[src/pmse_pkg.sv]
// Purpose: Shared constants for the status, identity and nonvolatile-page command block
// Assumes: Command codes arrive as received on the management bus
// Notes: Identity values are parameters of the top module, not constants here
`default_nettype none
package pmse_pkg;

    // ***************************************************************
    // Command codes
    // ***************************************************************
    localparam logic [7:0] CMD_CLEAR_FAULTS = 8'h03;
    localparam logic [7:0] CMD_STATUS_LOW_BYTE = 8'h78;
    localparam logic [7:0] CMD_STATUS_FULL_WORD = 8'h79;
    localparam logic [7:0] CMD_TEMPERATURE_ONE = 8'h8d;
    localparam logic [7:0] CMD_TEMPERATURE_TWO = 8'h8e;
    localparam logic [7:0] CMD_PROTOCOL_REVISION = 8'h98;
    localparam logic [7:0] CMD_MAKER_IDENTITY = 8'h99;
    localparam logic [7:0] CMD_MODEL_IDENTITY = 8'h9a;
    localparam logic [7:0] CMD_SILICON_REVISION = 8'h9b;
    localparam logic [3:0] CMD_PAGE_DATA_HIGH = 4'hb;
    localparam logic [7:0] CMD_DOWNLOAD_CHECKSUM = 8'hd1;
    localparam logic [7:0] CMD_READ_LENGTH = 8'hd2;
    localparam logic [7:0] CMD_PAGE_ADDRESS_OFFSET = 8'hd3;
    localparam logic [7:0] CMD_PAGE_WIPE = 8'hd4;
    localparam logic [7:0] CMD_UNLOCK_KEY = 8'hd5;

    // ***************************************************************
    // Field positions
    // ***************************************************************
    localparam int STATUS_FAULT_BIT = 1;
    localparam int STATUS_WIDTH = 16;
    localparam int TEMP_EXP_LSB = 11;
    localparam int TEMP_EXP_WIDTH = 5;
    localparam int TEMP_MANT_WIDTH = 11;

    // ***************************************************************
    // Pages and reset values
    // ***************************************************************
    localparam logic [3:0] FIRST_WRITABLE_PAGE = 4'h4;
    localparam logic [7:0] UNLOCK_KEY_RESET = 8'hff;
    localparam logic [7:0] READ_LENGTH_RESET = 8'h20;
    localparam logic [15:0] PAGE_OFFSET_RESET = 16'h0000;
    localparam logic [7:0] READ_FILL_BYTE = 8'h00;

    typedef enum logic [1:0] {
        PMSE_IDLE,
        PMSE_NVM_WAIT
    } pmse_state_t;

endpackage

`default_nettype wire

[src/pmse_cmd_interp.sv]
// Purpose: Command interpreter for status, temperature, identity and nonvolatile page commands
// Assumes: A bus front end delivers command, write and read-request strobes synchronous to mclk
// Notes: The page array sits outside; reads answer through nvm_rd_valid
//        Strobes during a pending page read are dropped
//        A lost array answer hangs the command side until reset
//        Block writes need the unlock and a writable page, not a wipe
//        The host's wait after a wipe is not timed here
`timescale 1ns/1ps
`default_nettype none

module pmse_cmd_interp
    import pmse_pkg::*;
#(
    parameter logic [7:0] PROTOCOL_REVISION_VALUE = 8'h22, // Arbitrary value
    parameter logic [7:0] MAKER_IDENTITY_VALUE = 8'h5a,    // Arbitrary value
    parameter logic [7:0] MODEL_IDENTITY_VALUE = 8'h3c,    // Arbitrary value
    parameter logic [7:0] SILICON_REVISION_VALUE = 8'h01   // Arbitrary value
) (
    // Clock, reset, enable
    input wire logic mclk,
    input wire logic arst_n,
    input wire logic clk_en,
    // Command front end
    input wire logic cmd_valid,
    input wire logic [7:0] cmd_code,
    input wire logic wr_valid,
    input wire logic [7:0] wr_data,
    input wire logic wr_done,
    input wire logic rd_req,
    output logic rd_valid,
    output logic [7:0] rd_data,
    // Fault sources from bus layer
    input wire logic cml_event,
    // Measurements and download result
    input wire logic [4:0] temp_one_exponent,
    input wire logic [10:0] temp_one_mantissa,
    input wire logic [4:0] temp_two_exponent,
    input wire logic [10:0] temp_two_mantissa,
    input wire logic [7:0] download_checksum,
    // Page array port
    output logic nvm_rd_req,
    output logic nvm_wr_req,
    output logic nvm_erase_req,
    output logic [3:0] nvm_page,
    output logic [15:0] nvm_addr,
    output logic [7:0] nvm_wr_data,
    input wire logic nvm_rd_valid,
    input wire logic [7:0] nvm_rd_data,
    // Status
    output logic nvm_unlocked,
    output logic cml_fault
);

    // ***************************************************************
    // State
    // ***************************************************************
    // Transaction
    pmse_state_t state_q, state_d;
    logic [7:0] code_q;
    logic [7:0] idx_q;

    // Fault, lock and key
    logic cml_q;
    logic unlocked_q;
    logic [7:0] key_q;
    logic [7:0] key_prev_q;
    logic key_prev_vld_q;

    // Host settings
    logic [7:0] read_len_q;
    logic [15:0] page_off_q;

    // Output flops
    logic rd_valid_q;
    logic [7:0] rd_data_q;
    logic nvm_rd_req_q;
    logic nvm_wr_req_q;
    logic nvm_erase_req_q;
    logic [3:0] nvm_page_q;
    logic [15:0] nvm_addr_q;
    logic [7:0] nvm_wr_data_q;

    // ***************************************************************
    // Decoding
    // ***************************************************************
    // Pages 0-3 hold defaults, user and internal data
    function automatic logic page_writable(input logic [3:0] page);
        page_writable = (page >= FIRST_WRITABLE_PAGE);
    endfunction

    // Data byte n of a block sits at offset + n - 1; byte 0 is the count
    function automatic logic [15:0] page_byte_addr(input logic [15:0] offset,
        input logic [7:0] index);
        page_byte_addr = offset + {8'h00, index} - 16'h0001;
    endfunction

    wire is_block = (code_q[7:4] == CMD_PAGE_DATA_HIGH);
    wire [3:0] blk_page = code_q[3:0];

    // One match per writable command, shared by commit and fault logic
    wire is_len_cmd = (code_q == CMD_READ_LENGTH);
    wire is_off_cmd = (code_q == CMD_PAGE_ADDRESS_OFFSET);
    wire is_wipe_cmd = (code_q == CMD_PAGE_WIPE);
    wire is_key_cmd = (code_q == CMD_UNLOCK_KEY);
    wire is_clear_cmd = (code_q == CMD_CLEAR_FAULTS);

    // Only the fault bit has state; all others are tied low
    wire [STATUS_WIDTH-1:0] status_word;
    assign status_word = {{(STATUS_WIDTH-STATUS_FAULT_BIT-1){1'b0}}, cml_q,
        1'b0};

    // Sensor values pass through live, sampled at the read
    wire [15:0] temp_one_word = {temp_one_exponent, temp_one_mantissa};
    wire [15:0] temp_two_word = {temp_two_exponent, temp_two_mantissa};

    // Fixed-register read words; only the low byte matters for byte commands
    logic [15:0] fixed_word;
    logic fixed_known;
    always_comb begin
        fixed_word = 16'h0000;
        fixed_known = 1'b1;
        unique case (code_q)
            CMD_STATUS_LOW_BYTE: fixed_word = {8'h00, status_word[7:0]};
            CMD_STATUS_FULL_WORD: fixed_word = status_word;
            CMD_TEMPERATURE_ONE: fixed_word = temp_one_word;
            CMD_TEMPERATURE_TWO: fixed_word = temp_two_word;
            CMD_PROTOCOL_REVISION: fixed_word = {8'h00, PROTOCOL_REVISION_VALUE};
            CMD_MAKER_IDENTITY: fixed_word = {8'h00, MAKER_IDENTITY_VALUE};
            CMD_MODEL_IDENTITY: fixed_word = {8'h00, MODEL_IDENTITY_VALUE};
            CMD_SILICON_REVISION: fixed_word = {8'h00, SILICON_REVISION_VALUE};
            CMD_DOWNLOAD_CHECKSUM: fixed_word = {8'h00, download_checksum};
            CMD_READ_LENGTH: fixed_word = {8'h00, read_len_q};
            CMD_PAGE_ADDRESS_OFFSET: fixed_word = page_off_q;
            default: fixed_known = 1'b0;
        endcase
    end

    // Word answers go low byte, high byte, then zeros
    wire [7:0] fixed_byte = (idx_q == 8'h00) ? fixed_word[7:0] :
        (idx_q == 8'h01) ? fixed_word[15:8] : READ_FILL_BYTE;

    // Strobes qualified by the clock enable
    // A command outranks data or read strobes in the same cycle
    wire take_cmd = clk_en && cmd_valid && (state_q == PMSE_IDLE);
    wire take_wr = clk_en && wr_valid && !cmd_valid && (state_q == PMSE_IDLE);
    wire take_done = clk_en && wr_done && !cmd_valid && (state_q == PMSE_IDLE);
    wire take_rd = clk_en && rd_req && !cmd_valid && (state_q == PMSE_IDLE);
    wire nvm_back = clk_en && nvm_rd_valid && (state_q == PMSE_NVM_WAIT);

    // Block read: byte 0 is the count, then read_len_q data bytes
    // Bytes past the length are padded at once and skip the array
    wire blk_data_rd = take_rd && is_block && (idx_q != 8'h00) &&
        (idx_q <= read_len_q);
    wire [15:0] blk_rd_addr = page_byte_addr(page_off_q, idx_q);

    // Block write: byte 0 is the host's count, then data bytes
    // Locked or protected pages fault and leave the array alone
    wire blk_data_wr = take_wr && is_block && (idx_q != 8'h00);
    wire blk_wr_ok = page_writable(blk_page) && unlocked_q;
    wire [15:0] blk_wr_addr = page_byte_addr(page_off_q, idx_q);

    // Byte and word writes commit as their bytes arrive
    wire wr_first = take_wr && (idx_q == 8'h00);
    wire wr_len = wr_first && is_len_cmd;
    wire wr_off_lo = take_wr && is_off_cmd && (idx_q == 8'h00);
    wire wr_off_hi = take_wr && is_off_cmd && (idx_q == 8'h01);
    wire wr_wipe = wr_first && is_wipe_cmd;
    // The page sits in the low nibble; a high bit names no page
    wire wipe_ok = page_writable(wr_data[3:0]) && (wr_data[7:4] == 4'h0) &&
        unlocked_q;
    wire wr_key = wr_first && is_key_cmd;
    // Clear carries no data byte, so it commits on the stop strobe
    wire clear_cmd = take_done && is_clear_cmd && (idx_q == 8'h00);

    // Writes to read-only or unknown commands are faults
    wire wr_writable = is_block || is_len_cmd || is_off_cmd || is_wipe_cmd ||
        is_key_cmd;
    wire wr_bad = take_wr && !wr_writable;
    // Unknown reads fault on the first byte only, not on padding
    wire rd_bad = take_rd && !is_block && !fixed_known && (idx_q == 8'h00);

    // ***************************************************************
    // Unlock key sequence
    // ***************************************************************
    // The key moves only on an equal pair while unlocked, so a
    // locked host cannot rewrite it by guessing
    wire key_pair = wr_key && key_prev_vld_q && (wr_data == key_prev_q);
    wire key_match = key_pair && (wr_data == key_q);
    wire key_change = key_pair && !key_match && unlocked_q;
    // A broken pair or a wrong pair while locked relocks
    wire key_relock = wr_key && key_prev_vld_q && !key_match && !key_change;

    // A lone first write changes nothing until its partner arrives
    // Any other command between the two key writes breaks the pair
    wire key_prev_vld_d = take_cmd ? (key_prev_vld_q && (cmd_code == CMD_UNLOCK_KEY)) :
        wr_key ? !key_prev_vld_q : key_prev_vld_q;

    // Fault is sticky; a new fault in the clearing cycle survives
    wire fault_set = cml_event || (blk_data_wr && !blk_wr_ok) ||
        (wr_wipe && !wipe_ok) || wr_bad || rd_bad;
    wire cml_d = fault_set ? 1'b1 : clear_cmd ? 1'b0 : cml_q;

    // Only a page read waits; the array sets the latency
    always_comb begin
        state_d = state_q;
        unique case (state_q)
            PMSE_IDLE: begin
                if (blk_data_rd) begin
                    state_d = PMSE_NVM_WAIT;
                end
            end
            PMSE_NVM_WAIT: begin
                if (nvm_back) begin
                    state_d = PMSE_IDLE;
                end
            end
            default: state_d = PMSE_IDLE;
        endcase
    end

    // ***************************************************************
    // Registers
    // ***************************************************************
    // The index saturates, so long reads keep padding with zeros
    always_ff @(posedge mclk or negedge arst_n) begin
        if (!arst_n) begin
            state_q <= PMSE_IDLE;
            code_q <= 8'h00;
            idx_q <= 8'h00;
        end else if (clk_en) begin
            state_q <= state_d;
            if (take_cmd) begin
                code_q <= cmd_code;
                idx_q <= 8'h00;
            end else if ((take_wr || take_rd) && (idx_q != 8'hff)) begin
                idx_q <= idx_q + 8'h01;
            end
        end
    end

    // Settings and the sticky fault bit
    always_ff @(posedge mclk or negedge arst_n) begin
        if (!arst_n) begin
            cml_q <= 1'b0;
            read_len_q <= READ_LENGTH_RESET;
            page_off_q <= PAGE_OFFSET_RESET;
        end else if (clk_en) begin
            cml_q <= cml_d;
            if (wr_len) begin
                read_len_q <= wr_data;
            end
            if (wr_off_lo) begin
                page_off_q[7:0] <= wr_data;
            end
            if (wr_off_hi) begin
                page_off_q[15:8] <= wr_data;
            end
        end
    end

    // The key survives until the next reset
    always_ff @(posedge mclk or negedge arst_n) begin
        if (!arst_n) begin
            unlocked_q <= 1'b0;
            key_q <= UNLOCK_KEY_RESET;
            key_prev_q <= 8'h00;
            key_prev_vld_q <= 1'b0;
        end else if (clk_en) begin
            key_prev_vld_q <= key_prev_vld_d;
            if (wr_key) begin
                key_prev_q <= wr_data;
            end
            if (key_match) begin
                unlocked_q <= 1'b1;
            end else if (key_relock) begin
                unlocked_q <= 1'b0;
            end
            if (key_change) begin
                key_q <= wr_data;
            end
        end
    end

    // Read answer: fixed bytes next cycle, page bytes when the array answers
    // rd_valid is a pulse; rd_data holds for a slow front end
    always_ff @(posedge mclk or negedge arst_n) begin
        if (!arst_n) begin
            rd_valid_q <= 1'b0;
            rd_data_q <= 8'h00;
        end else if (clk_en) begin
            rd_valid_q <= (take_rd && !blk_data_rd) || nvm_back;
            if (nvm_back) begin
                rd_data_q <= nvm_rd_data;
            end else if (take_rd && is_block && (idx_q == 8'h00)) begin
                rd_data_q <= read_len_q;
            end else if (take_rd && is_block) begin
                rd_data_q <= READ_FILL_BYTE;
            end else if (take_rd) begin
                rd_data_q <= fixed_byte;
            end
        end
    end

    // Page array requests, one cycle each
    // Page, address and data hold after each request
    always_ff @(posedge mclk or negedge arst_n) begin
        if (!arst_n) begin
            nvm_rd_req_q <= 1'b0;
            nvm_wr_req_q <= 1'b0;
            nvm_erase_req_q <= 1'b0;
            nvm_page_q <= 4'h0;
            nvm_addr_q <= 16'h0000;
            nvm_wr_data_q <= 8'h00;
        end else if (clk_en) begin
            nvm_rd_req_q <= blk_data_rd;
            // Refused writes and wipes never reach the array
            nvm_wr_req_q <= blk_data_wr && blk_wr_ok;
            nvm_erase_req_q <= wr_wipe && wipe_ok;
            if (blk_data_rd) begin
                nvm_page_q <= blk_page;
                nvm_addr_q <= blk_rd_addr;
            end else if (blk_data_wr && blk_wr_ok) begin
                nvm_page_q <= blk_page;
                nvm_addr_q <= blk_wr_addr;
                nvm_wr_data_q <= wr_data;
            end else if (wr_wipe && wipe_ok) begin
                nvm_page_q <= wr_data[3:0];
                nvm_addr_q <= 16'h0000;
            end
        end
    end

    // ***************************************************************
    // Outputs
    // ***************************************************************
    // Every output is a flop, with no path from a strobe to a pin
    assign rd_valid = rd_valid_q;
    assign rd_data = rd_data_q;
    assign nvm_rd_req = nvm_rd_req_q;
    assign nvm_wr_req = nvm_wr_req_q;
    assign nvm_erase_req = nvm_erase_req_q;
    assign nvm_page = nvm_page_q;
    assign nvm_addr = nvm_addr_q;
    assign nvm_wr_data = nvm_wr_data_q;
    assign nvm_unlocked = unlocked_q;
    assign cml_fault = cml_q;

endmodule

`default_nettype wire

[config.mk]
export PLATFORM = sky130hd
export DESIGN_NAME = pmse_cmd_interp
export DESIGN_NICKNAME = d
export VERILOG_FILES = /design/src/pmse_pkg.sv /design/src/pmse_cmd_interp.sv
export SDC_FILE = /design/constraint.sdc
export NUM_CORES = 1
export LEC_CHECK = 0
export BUFFER_PORTS_ARGS = -buffer_cell sky130_fd_sc_hd__buf_2
export CORE_MARGIN = 3
export CORE_UTILIZATION = 50
export CTS_CLUSTER_DIAMETER = 50
export CTS_CLUSTER_SIZE = 16
export DETAILED_ROUTE_END_ITERATION = 10
export PLACE_DENSITY = 0.76
export SLEW_MARGIN = 20
export SYNTH_ARGS = -nofsm -noshare
export SYNTH_HDL_FRONTEND = slang
export SYNTH_SLANG_ARGS = --single-unit
[constraint.sdc]
create_clock -name mclk -period 2.44 [get_ports mclk]
set_clock_uncertainty 0.2 [all_clocks]
set_input_delay 0 -clock mclk [delete_from_list [all_inputs] [get_ports mclk]]
set_output_delay 0 -clock mclk [all_outputs]
set_load 0.01 [all_outputs]
## Yosys cells after proc, flatten, opt, wreduce, memory -nomap -nowiden

Cells that the tools add are included.

| storage, ports and cells | value |
|---|---|
| bits in registers | 101 |
| bits in latches | 0 |
| RAM bits | 0 |
| ROM bits | 0 |
| memories | 0 |

| operators by class | value |
|---|---|
| add/sub/neg operators | 3 |
| multipliers | 0 |
| divide/modulo/power cells | 0 |
| order comparisons | 3 |
| equality and inequality tests | 23 |
| shift-type cells | 0 |
| mux-type cells | 25 |
| bitwise logic cells | 1 |
| reductions and logical operators | 95 |

Operator list:

| cell | number |
|---|---|
| $pmux W16 S10 | 1 |
| $eq A8 B8 Y1 const B | 12 |
| $mux W8 | 8 |
| $logic_and A1 B1 Y1 | 49 |
| $mux W16 | 3 |
| $reduce_and A2 Y1 | 12 |
| $add A16 B8 Y16 | 1 |
| $eq A8 B7 Y1 const B | 2 |
| $eq A8 B8 Y1 | 2 |
| $sub A16 B1 Y16 const B | 1 |
| $mux W4 | 3 |
| $reduce_or A11 Y1 | 1 |
| $logic_not A1 Y1 | 10 |
| $logic_or A1 B1 Y1 | 10 |
| $add A8 B1 Y8 const B | 1 |
| $eq A8 B1 Y1 const B | 1 |
| $eq A8 B2 Y1 const B | 1 |
| $ge A4 B3 Y1 const B | 2 |
| $le A8 B8 Y1 | 1 |
| $logic_not A8 Y1 | 1 |
| $ne A8 B8 Y1 const B | 1 |
| $reduce_bool A2 Y1 | 4 |
| $reduce_bool A8 Y1 | 1 |
| $mux W1 | 7 |
| 12 further kinds | 15 |

## Longest topological paths before layout

| logic depth | value |
|---|---|
| depth in word-level cells | 15 |
| gate-level depth with buffers | 12 |
| mapped depth without buffers | 12 |

## Least setup slack after synthesis

OpenSTA, ideal clock, no wires.

| timing path | value |
|---|---|
| path type | register to register |
| from | register idx_q[1] |
| to | register nvm_addr_q[15], in the netlist nvm_addr[15] |
| library setup time | 131 ps |
| data arrival time | 2204 ps |
| path slack | -95 ps |
| stages on the path, launching flop included | 13 |
| path buffers | 0 |
| period minus slack after synthesis | 2535 ps |
| path through | dfrtp_1 inv_1 ha_1 inv_1 ha_1 inv_1 fa_1 nor2b_1 o2111ai_1 a21oi_1 o41ai_1 xnor2_1 mux2i_1 |

| between the ends | value |
|---|---|
| word-level cells in the longest chain between the ends | 6 |
| elaborated cells between the ends (all ways) | 16 |
| classes of those cells | 2 x add/sub; 1 x order compare; 2 x mux; 11 x reduce/logical |

Ends and longest elaborated chain:

| what | RTL line | text |
|---|---|---|
| from (decl) | pmse_cmd_interp.sv:60 | `logic [7:0] idx_q;` |
| from (signal assigned) | pmse_cmd_interp.sv:236 | `idx_q <= idx_q + 8'h01;` |
| parallel branches: the longest is 6 deep, another holds $add A16 B8 Y16 | n/a |  |
| to (signal assigned) | pmse_cmd_interp.sv:321 | `nvm_addr_q <= blk_rd_addr;` |
| to (signal assigned) | pmse_cmd_interp.sv:324 | `nvm_addr_q <= blk_wr_addr;` |
| to (decl) | pmse_cmd_interp.sv:80 | `logic [15:0] nvm_addr_q;` |

Several ways; the timed one is not identified.
A chain may end at the register's enable or synchronous reset.

## Final worst setup path

| timing path | value |
|---|---|
| from | register page_off_q[5] |
| to | register nvm_addr_q[15], in the netlist nvm_addr[15] |

| between the ends | value |
|---|---|
| word-level cells in the longest chain between the ends | 4 |

Ends and longest elaborated chain:

| what | RTL line | text |
|---|---|---|
| from (decl) | pmse_cmd_interp.sv:71 | `logic [15:0] page_off_q;` |
| from (signal assigned) | pmse_cmd_interp.sv:253 | `page_off_q[7:0] <= wr_data;` |
| $add A16 B8 Y16 (*) | pmse_cmd_interp.sv:94 | `page_byte_addr = offset + {8'h00, index} - 16'h0001;` |
| $sub A16 B1 Y16 (*) | pmse_cmd_interp.sv:94 |  |
| $mux W16 | pmse_cmd_interp.sv:322 | `end else if (blk_data_wr && blk_wr_ok) begin` |
| $mux W16 (*) | pmse_cmd_interp.sv:319 | `if (blk_data_rd) begin` |

Mark *: on every way between the ends. The rest lies on a longest branch, timed or not.

==> summary.txt <==
Yosys
  – Most common library cells after synthesis: 94 x nand2_1, 91 x dfrtp_1, 55 x inv_1
  – Syn_nets: 784
  – Post-Syn Area: 6360 sq um
  – Top FF cell, synth: dfrtp_1
  – Seq/Total Area, Yosys: between 30 and 40%
  – Synthesized area per cell: 9.39 sq um
  – Synth unique cells: 70
  – Share of the synthesized area in the top cell type: 35.8%
  – Number of synthesized flops with an enable pin: 0
  – Yosys top cell by area: dfrtp_1
  – Count leader, synth: nand2_1
  – YS warnings: 0
  – Flops & latches, synth: 100
  – Synth async-reset ratio: 100%
  – Largest cells by area after synthesis: dfrtp_1 36%, mux2_2 8.0%, ha_1 6.5%, nand2_1 5.6%, o21ai_0 3.9%
  – Mapped Cells: 677

Power and ir drop
  – LEAKAGE: 4.21 nW
  – Logic pwr share: 46.5%
  – Pwr per Cell Area: 737 nW/um^2
  – Switching Fraction: 37.5%
  – Clock share of power: between 20% and 30%
  – Final Total Pwr: 6.54 mW
  – Sequential Power Share: 32.2%
  – Net switching power: 2.45 mW
  – Worst VDD drop: approximately 470 uV
  – Int Pwr: slightly above 4 mW

Setup path
  – CP delay by family, top: compound AO/OA/AOI/OAI gates
  – WS Path Type: reg2reg
  – R2r startpoint: page_off_q[5]$_DFFE_PN0P_
  – Worst reg-to-reg setup slack: -110 ps
  – Critical path arrival: ~2600 ps
  – Req. time, crit path: approximately 2500 ps
  – Critical Path End Type: flip-flop
  – Reg2Reg Depth: 10
  – CP peak stage delay: 380 ps
  – Crit start category: flip-flop
  – Buf/Inv on CP: 2
  – Worst Path Max Fanout: 4
  – RR Endpoint: nvm_addr[15]$_DFFE_PN0P_
  – Critical-path top delay cell: dfrtp_1
  – WP depth: 10
  – CP Cell Sequence: inv_1 -> ha_1 -> inv_1 -> ha_4 -> a21o_1 -> a21oi_2 -> a21oi_4 -> o41ai_2 -> xnor2_1 -> mux2i_1
  – Most frequent CP cell: inv_1

Floorplan
  – Initial Util: between 50 and 60%
  – Core region area: approximately 12000 sq um
  – Row cnt: 40
  – Overall die area: 14100 sq um
  – Die Height: around 120 um
  – Die X: 119 um
  – I/O Pins: 115

Global route
  – Gr ovfl total: 0
  – Global-route wire length before repair: 33.2 mm
  – Largest net degree at the start of global routing: 46
  – Vias in the first global route: 6469
  – Initial antenna violation count: 0
  – Total GRT Usage: 29.6%

Placed design
  – RD Place Congestion: roughly 0.95
  – Cells after DPL: 1010
  – DP Wirelength: ~15 mm
  – Placed standard-cell area: slightly below 8000 sq um
  – Port-buffer cells: 114

Layout
  – Layout Nets: 1012
  – Final Cell Area: 8870 sq um
  – Register Area: 2520 sq um
  – Layout cells sized above 1: 39.1%
  – Filler cell count: between 800 and 900
  – Non-Filler Instances: around 1100
  – Diodes inserted: 0
  – Multi-input logic area: 3860 sq um
  – Synth-to-Final Area Change: 39.5%

Timing
  – Slew Viols, Final: 0
  – Final period utilization: 104%
  – Worst slew pin tran: 616 ps
  – Hold Worst Slack: -4.62 ps
  – Final setup viols: 9
  – Worst Slack Setup Final: -107 ps
  – Fmax: 0.393 GHz
  – Relative slew margins: 58.5%
  – Tmin final: 2550 ps
  – RSZ-0062 raised after global routing: true
  – Hold Fails Final Rpt: 15

Drt
  – Remaining DRCs: 0
  – Initial drt markers: 633
  – Post-route antenna net violation count: 0
  – Routed WL per cell: 20.0 um
  – Vias: 6452
  – Vias/cell: 5.99
  – Drt total wl: between 20 and 25 mm
  – Pre-antenna DRT Iters: 5

Clocking
  – Worst-path clk slew: 80 ps
  – CTS H-tree lvls: 3
  – CTS sink cnt: 100
  – CTS tree: yes
  – Clk Latency, worst-skew pair: 350 ps
  – CTS Buffer Depth: 2
  – Root buf cell: clkbuf_16
  – CTS Buf Count: 9

Worst hold path
  – Hold Path Class: in2async

Status
  – Failing checks: negative hold slack, negative setup slack
  – Status: finished with violations

Run
  – Number of max-cap violations: 0
logic make-up (layout without fill, tap and decap cells):
group / Yosys count / count (layout) / synth area share [%]
flops: 100 / 100 / 39.5
compound gates: 153 / 153 / 16.1
fa+ha+maj: 34 / 34 / 6.81
buf+inv: 90 / 323 / 5.39
xor+xnor: 34 / 34 / 4.68
mux: 64 / 64 / 11.0
simple gates: 202 / 202 / 16.5
state kept, by name, summed over array words and instances (netlist names), 4 cells and up:
name and flops:
key_q 8, nvm_wr_data 8, nvm_page 4, code_q 8, read_len_q 8, rd_data 8, idx_q 8, page_off_q 16
key_prev_q 8, nvm_addr 16
worst max-delay path by stage:
stage                                    from                        to  slack [ps]
floorplan                idx_q[1]$_DFFE_PN0P_  nvm_addr[15]$_DFFE_PN0P_         -10
global placement         idx_q[1]$_DFFE_PN0P_  nvm_addr[15]$_DFFE_PN0P_         -80
detailed placement       idx_q[5]$_DFFE_PN0P_  nvm_addr[14]$_DFFE_PN0P_        -210
CTS                      idx_q[1]$_DFFE_PN0P_  nvm_addr[15]$_DFFE_PN0P_        -140
global route             idx_q[1]$_DFFE_PN0P_  nvm_addr[12]$_DFFE_PN0P_        -190
finish              page_off_q[5]$_DFFE_PN0P_  nvm_addr[15]$_DFFE_PN0P_        -110
cells in the final DEF (no fill, tap or decap), drive strengths merged, types with 11 or more instances in the layout:
| master | count |
|---|---|
| nor2 | 25 |
| mux2 | 45 |
| mux2i | 19 |
| buf | 218 |
| nand3 | 18 |
| dfrtp | 91 |
| nor4 | 11 |
| nand2 | 95 |
| a22oi | 17 |
| xor2 | 24 |
| o21ai | 49 |
| ha | 33 |
| inv | 58 |
| a21oi | 24 |
| dlygate4sd3 | 33 |
power groups by stage:
stage / sequential [mW] / combinational, mW / clock [mW]
after CTS: 2.09 / 2.79 / 1.40
final: 2.10 / 3.04 / 1.39
after global placement: 2.10 / 2.45 / 0
after floorplan: 2.15 / 1.42 / 0
after detailed placement: 2.12 / 2.51 / 0
after global routing: 2.13 / 3.26 / 1.46
per-stage QoR:
stage                     TNS (ps)  util (%)  setup WS (ps)
after floorplan              -12.1         -          -12.1
after global placement        -331      63.5          -81.4
after detailed placement     -2170      63.5           -207
after CTS                     -395      70.6           -136
after global routing         -2250      72.6           -192
final                         -329      72.6           -107
metal layers:
metal | vias up | track usage [%] | share of wire (%)
met5 | - | 0 | 0
met4 | 0 | 12.2 | 4.2
met3 | 83 | 6.17 | 8.7
met2 | 374 | 49.5 | 48
met1 | 3126 | 37.3 | 40
li1 | 2869 | - | -
cell type report:
class / instances / area share [%]
clock inverter: 6 / 0.536
timing repair buffer: 252 / 20.3
inverter: 55 / 2.33
clock buffer: 10 / 2.58
sequential: 100 / 28.4
multi-input combinational: 487 / 43.5
tap: 168 / 2.37
worst register-to-register path, cell delays in order, from the launching register on:
cell and delay [ps]:
dfrtp_1 380, inv_1 120, ha_1 240, inv_1 100, ha_4 220, a21o_1 190, a21oi_2 220, a21oi_4 110
o41ai_2 380, xnor2_1 170, mux2i_1 100
timing repair:
item	in CTS	in global routing
hold buffers	34	0
endpoints found under the setup margin	28	41
buffers inserted	8	9
pin swaps	25	23
endpoints found under the hold margin	167	0
resized for setup	41	38
gates cloned	1	0
Note: power is estimated with default switching activity, not from simulation.
